File: src/verilog/rcd_cfg.svh
// Purpose: Constants for the rheostat command decoder
// Assumes: 10 MHz core clock
// Notes:   Field positions refer to the 16-bit command frame
`ifndef RCD_CFG_SVH
`define RCD_CFG_SVH

// Frame layout
`define RCD_FRAME_BITS      16
`define RCD_OP_MSB          13
`define RCD_OP_LSB          10
`define RCD_DATA_MSB        9
`define RCD_IDX_MSB         5

// Wiper and store geometry
`define RCD_WIPER_BITS      10
`define RCD_IDX_BITS        6
`define RCD_STORE_DEPTH     50
`define RCD_WIPER_MIDSCALE  10'h200

// Control register fields
`define RCD_CTRL_PGM_EN     0
`define RCD_CTRL_UNLOCK     1
`define RCD_CTRL_CAL_DIS    2
`define RCD_CTRL_SUCCESS    3
`define RCD_CTRL_RESET      4'h0

// Timing
`define RCD_CLK_HZ          10000000
`define RCD_STORE_TIME_MS   350
`define RCD_STORE_CYCLES    (`RCD_STORE_TIME_MS * (`RCD_CLK_HZ / 1000))

`endif

File: src/verilog/rcd_pkg.sv
// Purpose: Types for the rheostat command decoder
// Assumes: Nothing beyond the cfg header
// Notes:   Opcode values are the frame encodings
package rcd_pkg;

    typedef enum logic [3:0] {
        RCD_OP_NOP      = 4'h0,
        RCD_OP_WR_WIPER = 4'h1,
        RCD_OP_RD_WIPER = 4'h2,
        RCD_OP_STORE    = 4'h3,
        RCD_OP_SW_RESET = 4'h4,
        RCD_OP_RD_FUSE  = 4'h5,
        RCD_OP_RD_LAST  = 4'h6,
        RCD_OP_WR_CTRL  = 4'h7,
        RCD_OP_RD_CTRL  = 4'h8,
        RCD_OP_SHUTDOWN = 4'h9
    } rcd_op_t;

    typedef enum {
        RCD_ST_BOOT,
        RCD_ST_IDLE,
        RCD_ST_LOAD_USE,
        RCD_ST_PEEK_USE,
        RCD_ST_STORE
    } rcd_state_t;

endpackage

File: src/verilog/rcd_mem_if.sv
// Purpose: Port bundle between decoder and fuse wiper store
// Assumes: Single clock, read data one cycle after rd_en
// Notes:   None
`timescale 1ns/100ps
`include "rcd_cfg.svh"
interface rcd_mem_if;
    logic                         wr_en;
    logic [`RCD_IDX_BITS-1:0]     wr_addr;
    logic [`RCD_WIPER_BITS-1:0]   wr_data;
    logic                         rd_en;
    logic [`RCD_IDX_BITS-1:0]     rd_addr;
    logic [`RCD_WIPER_BITS-1:0]   rd_data;

    modport ctrl (output wr_en, wr_addr, wr_data, rd_en, rd_addr,
                  input  rd_data);
    modport mem  (input  wr_en, wr_addr, wr_data, rd_en, rd_addr,
                  output rd_data);
endinterface

File: src/verilog/rcd_decoder.sv
// Purpose: Command decoder and control register of a digital rheostat
// Assumes: Link pins come from another clock domain
// Notes:   Frames are framed by link_frame_n, bits sampled on sclk rise
//
// How it works
// - Wiper and fuse writes locked after power-up
// - Unlock bit resets 0, locks wiper
// - Reset reloads wiper even when locked
// - Fuse store needs program-enable bit set
// - Opcode 0 does nothing, shifts response
// - Opcode 1 loads wiper when unlocked
// - Opcode 2 returns wiper next frame
// - Opcode 3 stores wiper to next location
// - Opcode 4 reloads last stored wiper
// - Opcode 5 reads location D5..D0 next frame
// - Locations 0x01 to 0x32, zero reserved
// - Opcode 6 returns last programmed index
// - Opcode 7 writes three control bits
// - Opcode 8 returns control register
// - Opcode 9 D0 sets or clears shutdown
// - Control register four bits, upper zero
// - Calibration-disable defaults 0, 1 disables
// - Success bit set only on finished store
// - Locked wiper changes only on reload, to stored value or midscale
// - Each frame shifts previous frame's response
// - Frame: 16 bits MSB first, opcode, data
// - Stores begin at 0x01 and advance
// - Input shift register locked during store
// - Reset with empty store loads midscale
`timescale 1ns/100ps
`include "rcd_cfg.svh"
module rcd_decoder
    import rcd_pkg::*;
#(
    parameter int LOW_RES      = 0,
    parameter int STORE_CYCLES = `RCD_STORE_CYCLES
)
(
    // Clock and reset
    input  wire logic                       core_clk,
    input  wire logic                       resetn,
    // Serial link pins
    input  wire logic                       link_sclk,
    input  wire logic                       link_sdi,
    input  wire logic                       link_frame_n,
    output logic                            serial_response_bit,
    // Hardware reset pin
    input  wire logic                       reset_pin_n,
    // Analog side controls
    output logic [`RCD_WIPER_BITS-1:0]      wiper_setting_register,
    output logic                            shutdown,
    output logic                            tolerance_cal_disable,
    output logic                            store_busy
);
    localparam int CNT_W = $clog2(STORE_CYCLES + 1);
    localparam logic [CNT_W-1:0] STORE_LAST = CNT_W'(STORE_CYCLES - 1);

    // Synchroniser stages
    logic [1:0] sclk_sync_q;
    logic [1:0] sdi_sync_q;
    logic [1:0] frame_sync_q;
    logic [1:0] rstpin_sync_q;
    logic       sclk_prev_q;
    logic       frame_prev_q;

    // Link shift state
    logic [`RCD_FRAME_BITS-1:0] shift_in_q;
    logic [4:0]                 bit_cnt_q;
    logic [`RCD_FRAME_BITS-1:0] shift_out_q;
    logic [`RCD_FRAME_BITS-1:0] serial_response_word_q;
    logic                       sdo_q;

    // Device state
    rcd_state_t                 state_q;
    logic [CNT_W-1:0]           store_cnt_q;
    logic [`RCD_IDX_BITS-1:0]   last_idx_q;
    logic [`RCD_IDX_BITS-1:0]   peek_idx_q;
    logic [`RCD_WIPER_BITS-1:0] wiper_q;
    logic                       shutdown_q;
    logic                       fuse_program_enable_q;
    logic                       wiper_write_unlock_q;
    logic                       tolerance_cal_disable_q;
    logic                       fuse_program_success_q;

    // Decoded events
    logic                       sclk_rise;
    logic                       sclk_fall;
    logic                       frame_start;
    logic                       frame_end;
    logic                       cmd_go;
    logic [3:0]                 op;
    logic [`RCD_WIPER_BITS-1:0] data;
    logic                       store_full;
    logic                       store_ok;
    logic                       hw_reset;
    logic [3:0]                 ctrl_bits;

    rcd_mem_if mem_bus ();

    // Zero-extends a field into a response word
    function automatic logic [`RCD_FRAME_BITS-1:0] rcd_pad
        (input logic [`RCD_WIPER_BITS-1:0] v);
        rcd_pad = {6'h00, v};
    endfunction

    // Masks the low bits the 256-step variant cannot hold
    function automatic logic [`RCD_WIPER_BITS-1:0] rcd_res
        (input logic [`RCD_WIPER_BITS-1:0] v);
        rcd_res = (LOW_RES != 0) ? {v[9:2], 2'b00} : v;
    endfunction

    // Two flops per pin; only stage 1 is read by logic
    always_ff @(posedge core_clk or negedge resetn)
    begin
        if (!resetn)
        begin
            sclk_sync_q   <= 2'b00;
            sdi_sync_q    <= 2'b00;
            frame_sync_q  <= 2'b11;
            rstpin_sync_q <= 2'b11;
            sclk_prev_q   <= 1'b0;
            frame_prev_q  <= 1'b1;
        end
        else
        begin
            sclk_sync_q   <= {sclk_sync_q[0], link_sclk};
            sdi_sync_q    <= {sdi_sync_q[0], link_sdi};
            frame_sync_q  <= {frame_sync_q[0], link_frame_n};
            rstpin_sync_q <= {rstpin_sync_q[0], reset_pin_n};
            sclk_prev_q   <= sclk_sync_q[1];
            frame_prev_q  <= frame_sync_q[1];
        end
    end

    // Edge events on the synchronised link
    assign sclk_rise   = sclk_sync_q[1] & ~sclk_prev_q & ~frame_sync_q[1];
    assign sclk_fall   = ~sclk_sync_q[1] & sclk_prev_q & ~frame_sync_q[1];
    assign frame_start = ~frame_sync_q[1] & frame_prev_q;
    assign frame_end   = frame_sync_q[1] & ~frame_prev_q;
    assign hw_reset    = ~rstpin_sync_q[1];

    assign cmd_go = frame_end && (bit_cnt_q == 5'd16)
                    && (state_q == RCD_ST_IDLE);
    assign op   = shift_in_q[`RCD_OP_MSB:`RCD_OP_LSB];
    assign data = shift_in_q[`RCD_DATA_MSB:0];

    assign ctrl_bits = {fuse_program_success_q, tolerance_cal_disable_q,
                        wiper_write_unlock_q, fuse_program_enable_q};

    assign store_full = (last_idx_q == `RCD_IDX_BITS'(`RCD_STORE_DEPTH));
    assign store_ok = cmd_go && (op == RCD_OP_STORE)
                      && fuse_program_enable_q && !store_full && !hw_reset;

    // MSB-first input shift, locked when busy
    always_ff @(posedge core_clk or negedge resetn)
    begin
        if (!resetn)
        begin
            shift_in_q <= 16'h0000;
            bit_cnt_q  <= 5'h00;
        end
        else if (state_q == RCD_ST_IDLE)
        begin
            if (frame_start)
                bit_cnt_q <= 5'h00;
            else if (sclk_rise)
            begin
                shift_in_q <= {shift_in_q[14:0], sdi_sync_q[1]};
                // Saturate so long frames are rejected
                if (bit_cnt_q != 5'h1F)
                    bit_cnt_q <= bit_cnt_q + 5'h01;
            end
        end
    end

    // previous response shifted out, MSB first
    always_ff @(posedge core_clk or negedge resetn)
    begin
        if (!resetn)
        begin
            shift_out_q <= 16'h0000;
            sdo_q       <= 1'b0;
        end
        else if (frame_start)
        begin
            shift_out_q <= {serial_response_word_q[14:0], 1'b0};
            sdo_q       <= serial_response_word_q[15];
        end
        else if (sclk_fall)
        begin
            shift_out_q <= {shift_out_q[14:0], 1'b0};
            sdo_q       <= shift_out_q[15];
        end
    end

    // Response prepared for the next frame
    always_ff @(posedge core_clk or negedge resetn)
    begin
        if (!resetn)
            serial_response_word_q <= 16'h0000;
        else if (state_q == RCD_ST_PEEK_USE)
        begin
            // reserved or out-of-range index reads zero
            if (peek_idx_q == 6'h00 ||
                peek_idx_q > `RCD_IDX_BITS'(`RCD_STORE_DEPTH))
                serial_response_word_q <= 16'h0000;
            else
                serial_response_word_q <= rcd_pad(mem_bus.rd_data);
        end
        else if (cmd_go)
        begin
            case (op)
                RCD_OP_RD_WIPER:
                    serial_response_word_q <= rcd_pad(rcd_res(wiper_q));
                // last index in low six bits
                RCD_OP_RD_LAST:
                    serial_response_word_q <= {10'h000, last_idx_q};
                RCD_OP_RD_CTRL:
                    serial_response_word_q <= {12'h000, ctrl_bits};
                default:
                    serial_response_word_q <= shift_in_q;
            endcase
        end
    end

    // Sequencer: reloads, fuse peeks and the store wait
    always_ff @(posedge core_clk or negedge resetn)
    begin
        if (!resetn)
        begin
            state_q     <= RCD_ST_BOOT;
            store_cnt_q <= '0;
            peek_idx_q  <= 6'h00;
        end
        else
        begin
            case (state_q)
                RCD_ST_BOOT:
                    state_q <= RCD_ST_LOAD_USE;
                RCD_ST_IDLE:
                begin
                    if (hw_reset ||
                        (cmd_go && op == RCD_OP_SW_RESET))
                        state_q <= RCD_ST_LOAD_USE;
                    else if (cmd_go && op == RCD_OP_RD_FUSE)
                    begin
                        peek_idx_q <= data[`RCD_IDX_MSB:0];
                        state_q    <= RCD_ST_PEEK_USE;
                    end
                    else if (store_ok)
                    begin
                        store_cnt_q <= '0;
                        state_q     <= RCD_ST_STORE;
                    end
                end
                RCD_ST_LOAD_USE:
                    state_q <= RCD_ST_IDLE;
                RCD_ST_PEEK_USE:
                    state_q <= RCD_ST_IDLE;
                RCD_ST_STORE:
                begin
                    // link locked for the store time
                    if (store_cnt_q == STORE_LAST)
                        state_q <= RCD_ST_IDLE;
                    else
                        store_cnt_q <= store_cnt_q + CNT_W'(1);
                end
                default:
                    state_q <= RCD_ST_IDLE;
            endcase
        end
    end

    // Store port: read is requested the cycle before use
    assign mem_bus.rd_en   = (state_q == RCD_ST_BOOT)
                             || (state_q == RCD_ST_IDLE);
    assign mem_bus.rd_addr = (cmd_go && op == RCD_OP_RD_FUSE)
                             ? data[`RCD_IDX_MSB:0] : last_idx_q;
    // present wiper into next free location
    assign mem_bus.wr_en   = store_ok;
    assign mem_bus.wr_addr = last_idx_q + 6'h01;
    assign mem_bus.wr_data = rcd_res(wiper_q);

    rcd_fuse_store u_store
    (
        .core_clk (core_clk),
        .port     (mem_bus)
    );

    // index advances when a store completes
    always_ff @(posedge core_clk or negedge resetn)
    begin
        if (!resetn)
            last_idx_q <= 6'h00;
        else if (state_q == RCD_ST_STORE && store_cnt_q == STORE_LAST)
            last_idx_q <= last_idx_q + 6'h01;
    end

    // Wiper register
    always_ff @(posedge core_clk or negedge resetn)
    begin
        if (!resetn)
            wiper_q <= `RCD_WIPER_MIDSCALE;
        else if (state_q == RCD_ST_LOAD_USE)
        begin
            if (last_idx_q == 6'h00)
                wiper_q <= `RCD_WIPER_MIDSCALE;
            else
                wiper_q <= mem_bus.rd_data;
        end
        else if (cmd_go && op == RCD_OP_WR_WIPER && wiper_write_unlock_q)
            wiper_q <= rcd_res(data);
    end

    // Control register; undefined opcodes fall through untouched
    always_ff @(posedge core_clk or negedge resetn)
    begin
        if (!resetn)
        begin
            // both write paths locked at power-up
            {fuse_program_success_q, tolerance_cal_disable_q,
             wiper_write_unlock_q, fuse_program_enable_q}
                <= `RCD_CTRL_RESET;
        end
        else
        begin
            // unlock comes only from this write
            if (cmd_go && op == RCD_OP_WR_CTRL)
            begin
                fuse_program_enable_q   <= data[`RCD_CTRL_PGM_EN];
                wiper_write_unlock_q    <= data[`RCD_CTRL_UNLOCK];
                tolerance_cal_disable_q <= data[`RCD_CTRL_CAL_DIS];
            end
            // success only after the store time
            if (state_q == RCD_ST_STORE && store_cnt_q == STORE_LAST)
                fuse_program_success_q <= 1'b1;
        end
    end

    // Shutdown; any reset also brings the part back up
    always_ff @(posedge core_clk or negedge resetn)
    begin
        if (!resetn)
            shutdown_q <= 1'b0;
        else if (state_q == RCD_ST_LOAD_USE)
            shutdown_q <= 1'b0;
        else if (cmd_go && op == RCD_OP_SHUTDOWN)
            shutdown_q <= data[0];
    end

    // Outputs, each a flip-flop
    assign serial_response_bit    = sdo_q;
    assign wiper_setting_register = wiper_q;
    assign shutdown               = shutdown_q;
    assign tolerance_cal_disable  = tolerance_cal_disable_q;

    // Busy flag registered so the output comes from a flop
    logic store_busy_q;
    always_ff @(posedge core_clk or negedge resetn)
    begin
        if (!resetn)
            store_busy_q <= 1'b0;
        else
            store_busy_q <= store_ok ||
                (state_q == RCD_ST_STORE && store_cnt_q != STORE_LAST);
    end
    assign store_busy = store_busy_q;
endmodule // rcd_decoder

File: src/verilog/rcd_fuse_store.sv
// Purpose: Fuse wiper store, one word per location
// Assumes: Location 0 is never written
// Notes:   Read data registered, valid one cycle after rd_en
`timescale 1ns/100ps
`include "rcd_cfg.svh"
module rcd_fuse_store
(
    // Clock
    input wire logic core_clk,
    // Access port
    rcd_mem_if.mem   port
);
    localparam int DEPTH = 1 << `RCD_IDX_BITS;

    logic [`RCD_WIPER_BITS-1:0] cells [DEPTH];
    logic [`RCD_WIPER_BITS-1:0] rd_data_q;

    // Write; no reset, like real fuses
    always_ff @(posedge core_clk)
    begin
        if (port.wr_en)
            cells[port.wr_addr] <= port.wr_data;
    end

    // Registered read
    always_ff @(posedge core_clk)
    begin
        if (port.rd_en)
            rd_data_q <= cells[port.rd_addr];
    end

    assign port.rd_data = rd_data_q;
endmodule // rcd_fuse_store

File: config.mk
export PLATFORM = sky130hd
export DESIGN_NAME = rcd_decoder
export DESIGN_NICKNAME = d
export VERILOG_FILES = /design/src/verilog/rcd_pkg.sv /design/src/verilog/rcd_mem_if.sv /design/src/verilog/rcd_decoder.sv /design/src/verilog/rcd_fuse_store.sv
export VERILOG_INCLUDE_DIRS = /design/src /design/src/verilog
export SDC_FILE = /design/constraint.sdc
export NUM_CORES = 1
export LEC_CHECK = 0
export ABC_AREA = 1
export BUFFER_PORTS_ARGS = -buffer_cell sky130_fd_sc_hd__buf_2
export CAP_MARGIN = 15
export CORE_MARGIN = 3
export CORE_UTILIZATION = 45
export DETAILED_ROUTE_END_ITERATION = 10
export PLACE_DENSITY = 0.69
export SKIP_CTS_REPAIR_TIMING = 1
export SYNTH_ARGS = -nofsm -noshare
export SYNTH_HDL_FRONTEND = slang
export SYNTH_SLANG_ARGS = --single-unit
File: constraint.sdc
create_clock -name core_clk -period 5.8 [get_ports core_clk]
set_input_delay 0.29 -clock core_clk [delete_from_list [all_inputs] [get_ports core_clk]]
set_output_delay 0.29 -clock core_clk [all_outputs]
set_load 0.05 [all_outputs]
* After elaboration in Yosys (flattened, before gate mapping) *
Memory sizes are Yosys's and may differ from the RTL's. A register that Yosys moved wholly into a read port is not among the register bits.
Index checks and enable logic that the tools add are counted.

operators by class
  add/subtract/negate cells = 3
  $mul = 0
  div/mod/pow operators = 0
  $lt $le $gt $ge = 1
  eq/ne operators = 26
  shifts and indexed selects = 0
  muxes and demuxes = 29
  bitwise gates (word level) = 13
  reductions and logical operators = 35

operators by type and width
  kind                     count
  $mux W32                 4
  $eq A32 B3 Y1 const B    3
  $pmux W32 S3             1
  $mux W22                 4
  $logic_not A32 Y1        2
  $mux W16                 4
  $pmux W16 S3             1
  $pmux W22 S2             1
  $mux W10                 4
  $eq A32 B1 Y1 const B    1
  $eq A32 B2 Y1 const B    1
  $eq A32 B4 Y1 const B    1
  $add A22 B1 Y22 const B  1
  $eq A22 B22 Y1 const B   1
  $ne A22 B22 Y1 const B   1
  $eq A4 B3 Y1 const B     4
  $mux W5                  3
  $logic_and A1 B1 Y1      14
  $reduce_bool A2 Y1       7
  $logic_not A6 Y1         2
  $ne A2 B2 Y1 const B     5
  $reduce_and A3 Y1        3
  $eq A4 B2 Y1 const B     2
  $eq A4 B4 Y1 const B     2
  other kinds (16)         35

word-level totals
  flip-flop bits (word level) = 146
  bits in latches = 0
  bits in writable memories = 640
  bits in read-only memories = 0
  bits of input ports = 6
  output and inout bits = 14
  word-level logic and storage cells = 130
  memories = 1

memory list
  memory         depth  width  rd ports  clocked after Yosys merged registers in  write ports  RTL line              text
  u_store.cells  64     10     1         1                                        1            rcd_fuse_store.sv:15  logic [`RCD_WIPER_BITS-1:0] cells [DEPTH];

* Logic depth before layout (Yosys ltp) *
  depth after elaboration = 12
  mapped depth = 19
  gate-level depth less buffers = 17

* By module *
Synthesis repeated with hierarchy kept, for this count alone.

second synthesis, totals
  cell total of the unflattened synthesis = 2987
  area, all modules = 32488.7 sq um

modules (own cells, without submodules)
  module          times used  cells each  area each (sq um)
  rcd_fuse_store  1           2233        26536.7
  rcd_decoder     1           754         5952.0

* Least setup slack after synthesis *
Ideal clock, no wire load.

  kind = register to register
  start = register state_q[2]
  end = memory u_store.cells[0][0] (netlist name) (enable)
  data arrival time = 2.183 ns
  required time = 5.424 ns
  setup slack = 3.240 ns
  stages on the path, launching flop included = 10
  path buffers = 0
  period minus slack after synthesis = 2.560 ns
  cell sequence = dfrtp_1 nor2_4 nand2_2 inv_2 nand2_1 inv_1 nand2_1 nor2_1 nand3_1 nor2_1

between the ends
  longest elaborated chain between the ends = 8

RTL lines
  item                              RTL line              text
  from (decl)                       rcd_decoder.sv:74     rcd_state_t state_q;
  from (signal assigned)            rcd_decoder.sv:231    state_q <= RCD_ST_BOOT;
  from (signal assigned)            rcd_decoder.sv:239    state_q <= RCD_ST_LOAD_USE;
  from (signal assigned)            rcd_decoder.sv:244    state_q <= RCD_ST_LOAD_USE;
  $eq A32 B2 Y1                     rcd_decoder.sv:143    && (state_q == RCD_ST_IDLE);
  $logic_and A1 B1 Y1               rcd_decoder.sv:143
  $logic_and A1 B1 Y1               rcd_decoder.sv:151    assign store_ok = cmd_go && (op == RCD_OP_STORE)
  $logic_and A1 B1 Y1 (3 in a row)  rcd_decoder.sv:152    && fuse_program_enable_q && !store_full && !hw_reset;
  $mux W1                           rcd_fuse_store.sv:21  if (port.wr_en)
  $mux W1 (not written as such)     rcd_fuse_store.sv:22  cells[port.wr_addr] <= port.wr_data;
  to (decl)                         rcd_fuse_store.sv:15

No other way between the ends.

* Worst setup path after layout *
  start = register state_q[2]
  end = memory u_store.cells[41][9] (netlist name) (enable)

Same word-level chain as after synthesis.

==> impl_metrics.sql <==
INSERT INTO impl_metrics (metric_group, metric, value, unit) VALUES
('outcome', 'run_status', 'completed', ''),
('drt', 'detailroute.via_count', '23900', ''),
('yosys', 'synth.avg_cell_area', '10.3', 'um2'),
('finish', 'area_growth_syn_to_layout', '11.0', '%'),
('drt', 'drt-pass1-iter-count', '6', ''),
('critical_path', 'path_cells', 'nor2_4 -> nand2_2 -> inv_2 -> nand2_1 -> inv_1 -> nand2_1 -> nor2_1 -> nand3_1 -> nor2_1', ''),
('clock_network', 'clkLatencyLatePin', '0.65', 'ns'),
('critical_path', 'timing.critical_path.to', 'u_store.cells[41][9]', ''),
('drt', 'viasPerCell', '5.51', ''),
('floorplanning', 'fp.dieArea', '0.0792', 'mm2'),
('yosys', 'synth_area', '0.0341', 'mm2'),
('timing', 'max_freq', '228', 'MHz'),
('clock_network', 'cts.path.max_buffers', '3', ''),
('clock_network', 'cts_tree', 'yes', ''),
('placement', 'post_place_cells', '4193', ''),
('finish', 'drive_gt1_frac', '0.0685', ''),
('global_route', 'first_global_vias', '22900', ''),
('power_and_ir_drop', 'cellInternalPower', '9.78', 'mW'),
('finish', 'cell_count_final_fillers_out', '4343', ''),
('power_and_ir_drop', 'power_per_cell_area', '347', 'mW/mm2'),
('critical_path', 'cp-startpoint', 'state_q[2]', ''),
('finish', 'mostFrequentLayoutCell', 'nand2_1', ''),
('yosys', 'synth_fp_nets', '3342', ''),
('yosys', 'synth_edf_count', '650', ''),
('critical_path', 'slowest_delay', '0.99', 'ns'),
('finish', 'seq_area', '0.0224', 'mm2'),
('drt', 'detail_route.iter0.violations', '2797', ''),
('global_route', 'grt_pass1_wl', '137000', 'um'),
('critical_path', 'setup.reg_to_reg.worst_slack', '1.42', 'ns'),
('yosys', 'ys_ff_latch', '766', ''),
('global_route', 'grt_util_all_layers', '0.226', ''),
('drt', 'antenna_left', '0', ''),
('global_route', 'grt.overflow.total', '0', ''),
('global_route', 'grt_max_degree', '130', ''),
('floorplanning', 'die_height', '281', 'um'),
('critical_path', 'critical_path.startpoint_type', 'flip-flop', ''),
('run', 'maximum_capacitance_violations', '0', ''),
('yosys', 'synthArstFlopShare', '0.151', ''),
('critical_path', 'endpoint_kind', 'flip-flop', ''),
('timing', 'fin_worst_skew', '0.0273', 'ns'),
('clock_network', 'cts.reportedPaths.clkPinSlew', '0.06', 'ns'),
('critical_path', 'worstRegToRegCells', '9', ''),
('power_and_ir_drop', 'power_leakage', '15.4', 'nW'),
('power_and_ir_drop', 'clkPwrFrac', '0.399', ''),
('floorplanning', 'die_width', '281', 'um'),
('timing', 'finalHoldViolCount', '0', ''),
('critical_path', 'timing_worst_setup_path_type', 'flip-flop to flip-flop', ''),
('clock_network', 'cts_htree_levels', '3', ''),
('critical_path', 'cp.arrival', '4.64', 'ns'),
('timing', 'worst_pin_slew', '1.15', 'ns'),
('timing', 'timing.final.crit_period', '4.38', 'ns'),
('placement', 'portbufs', '19', ''),
('placement', 'gpl.final_weighted_congestion', '0.932', ''),
('critical_path', 'rr_endpoint', 'u_store.cells[41][9]', ''),
('yosys', 'synth.yosys.seq_area_share', '0.657', ''),
('timing', 'final-max-slew-violation-count', '0', ''),
('power_and_ir_drop', 'power.share.sequential', '0.525', ''),
('critical_path', 'path_buf_inv', '2', ''),
('hold_path', 'hold_class', 'input pin to async pin', ''),
('timing', 'worst_case_headroom_to_the_max_slew_limit', '0.234', ''),
('clock_network', 'cts_root_buf', 'clkbuf_16', ''),
('finish', 'filler_cell_count', '6583', ''),
('yosys', 'synth.yosys.warnings', '0', ''),
('finish', 'layout.cells.most_common_list', 'nand2_1 (685), nand3_1 (684), edfxtp_1 (650)', ''),
('placement', 'dp_hpwl', '51600', 'um'),
('floorplanning', 'start_util', '0.456', ''),
('floorplanning', 'io_pins', '20', ''),
('timing', 'finalCritPeriodShare', '0.755', ''),
('power_and_ir_drop', 'pwr-share-comb', '0.076', ''),
('timing', 'rsz_0062_raised_after_global_routing', 'false', ''),
('clock_network', 'clock_sink_count', '766', '');
[worst min path at each step]
stage | endpoint | slack [ns] | cells after the start
3_3_place_gp | sclk_sync_q[1] | 0.34 | 1
2_1_floorplan | bit_cnt_q[0] | -0.006 | 0
5_1_grt | sclk_sync_q[1] | 0.28 | 2
3_5_place_dp | sclk_sync_q[1] | 0.34 | 0
4_1_cts | bit_cnt_q[1] | -0.32 | 1
6_report | sclk_sync_q[1] | 0.24 | 2
[layer usage]
| layer | wire length [um] | global-route usage | vias up |
|---|---|---|---|
| met5 | 0 | 0 | - |
| met4 | 3540 | 0.0904 | 0 |
| met3 | 7920 | 0.0490 | 212 |
| met2 | 39700 | 0.344 | 1077 |
| met1 | 37900 | 0.318 | 11500 |
| li1 | - | - | 11100 |
[cells by family after synthesis]
kind of cell               count (synthesis)  share of synthesized area
buffers and inverters                    719                     0.0824
AOI/OAI and AO/OA                        142                     0.0249
and+or+nand+nor                         1675                      0.228
xor gates and xnor gates                  20                    0.00513
adders and majority gates                  7                    0.00256
DFF                                      766                      0.657
[per-stage QoR]
stage	hold WS, ns	utilization	area (um2)
after global routing	0.283	0.507	37900
after floorplan	-0.00559	-	34100
after detailed placement	0.344	0.470	35200
final	0.239	0.507	37900
after CTS	-0.320	0.506	37900
after global placement	0.337	0.470	35200
[state kept, by name (all words and copies together), names as in the netlist, 3 cells and up]
register,flops
u_store.cells,640
store_cnt_q,22
serial_response_word_q,16
shift_in_q,16
shift_out_q,15
u_store.port.rd_data,10
wiper_setting_register,10
last_idx_q,6
peek_idx_q,6
bit_cnt_q,5
state_q,3
[cell type report]
| type | count | share of cell area |
|---|---|---|
| Clock inverter | 46 | 0.0138 |
| Timing Repair Buffer | 72 | 0.0147 |
| Tap cell | 969 | 0.0320 |
| Inverter | 547 | 0.0542 |
| Clock buffer | 99 | 0.0569 |
| Sequential cell | 766 | 0.592 |
| Multi-Input combinational cell | 1844 | 0.236 |
[Yosys cell counts (2+ instances only)]
master | number | area [um2]
a21oi_1 | 13 | 65.1
a31oi_1 | 20 | 125
buf_1 | 8 | 30.0
buf_2 | 84 | 420
buf_4 | 3 | 22.5
clkbuf_1 | 77 | 289
clkinv_1 | 3 | 11.3
dfrtp_1 | 110 | 2750
dfstp_2 | 6 | 158
edfxtp_1 | 650 | 19500
ha_1 | 7 | 87.6
inv_1 | 538 | 2020
inv_2 | 6 | 22.5
nand2_1 | 686 | 2570
nand2_2 | 2 | 12.5
nand3_1 | 684 | 3420
nand3b_1 | 129 | 968
nand4_1 | 18 | 113
nor2_1 | 127 | 477
nor2_2 | 2 | 12.5
nor2_4 | 3 | 33.8
nor3_1 | 14 | 70.1
nor4_1 | 4 | 25.0
o2111ai_1 | 4 | 35.0
o21ai_0 | 69 | 345
o21ai_2 | 2 | 17.5
o21ai_4 | 2 | 32.5
o22ai_1 | 13 | 81.3
o31ai_1 | 12 | 90.1
xnor2_1 | 4 | 35.0
xor2_1 | 16 | 140
[power groups by stage]
stage	clock network (mW)	logic (mW)	registers, mW
2_1_floorplan	0	0.252	7.08
6_report	5.24	1.00	6.90
3_3_place_gp	0	0.983	7.00
3_5_place_dp	0	0.993	7.00
5_1_grt	5.53	1.08	6.91
4_1_cts	5.30	0.993	6.88
No activity file was read; power rests on OpenSTA's default activity.
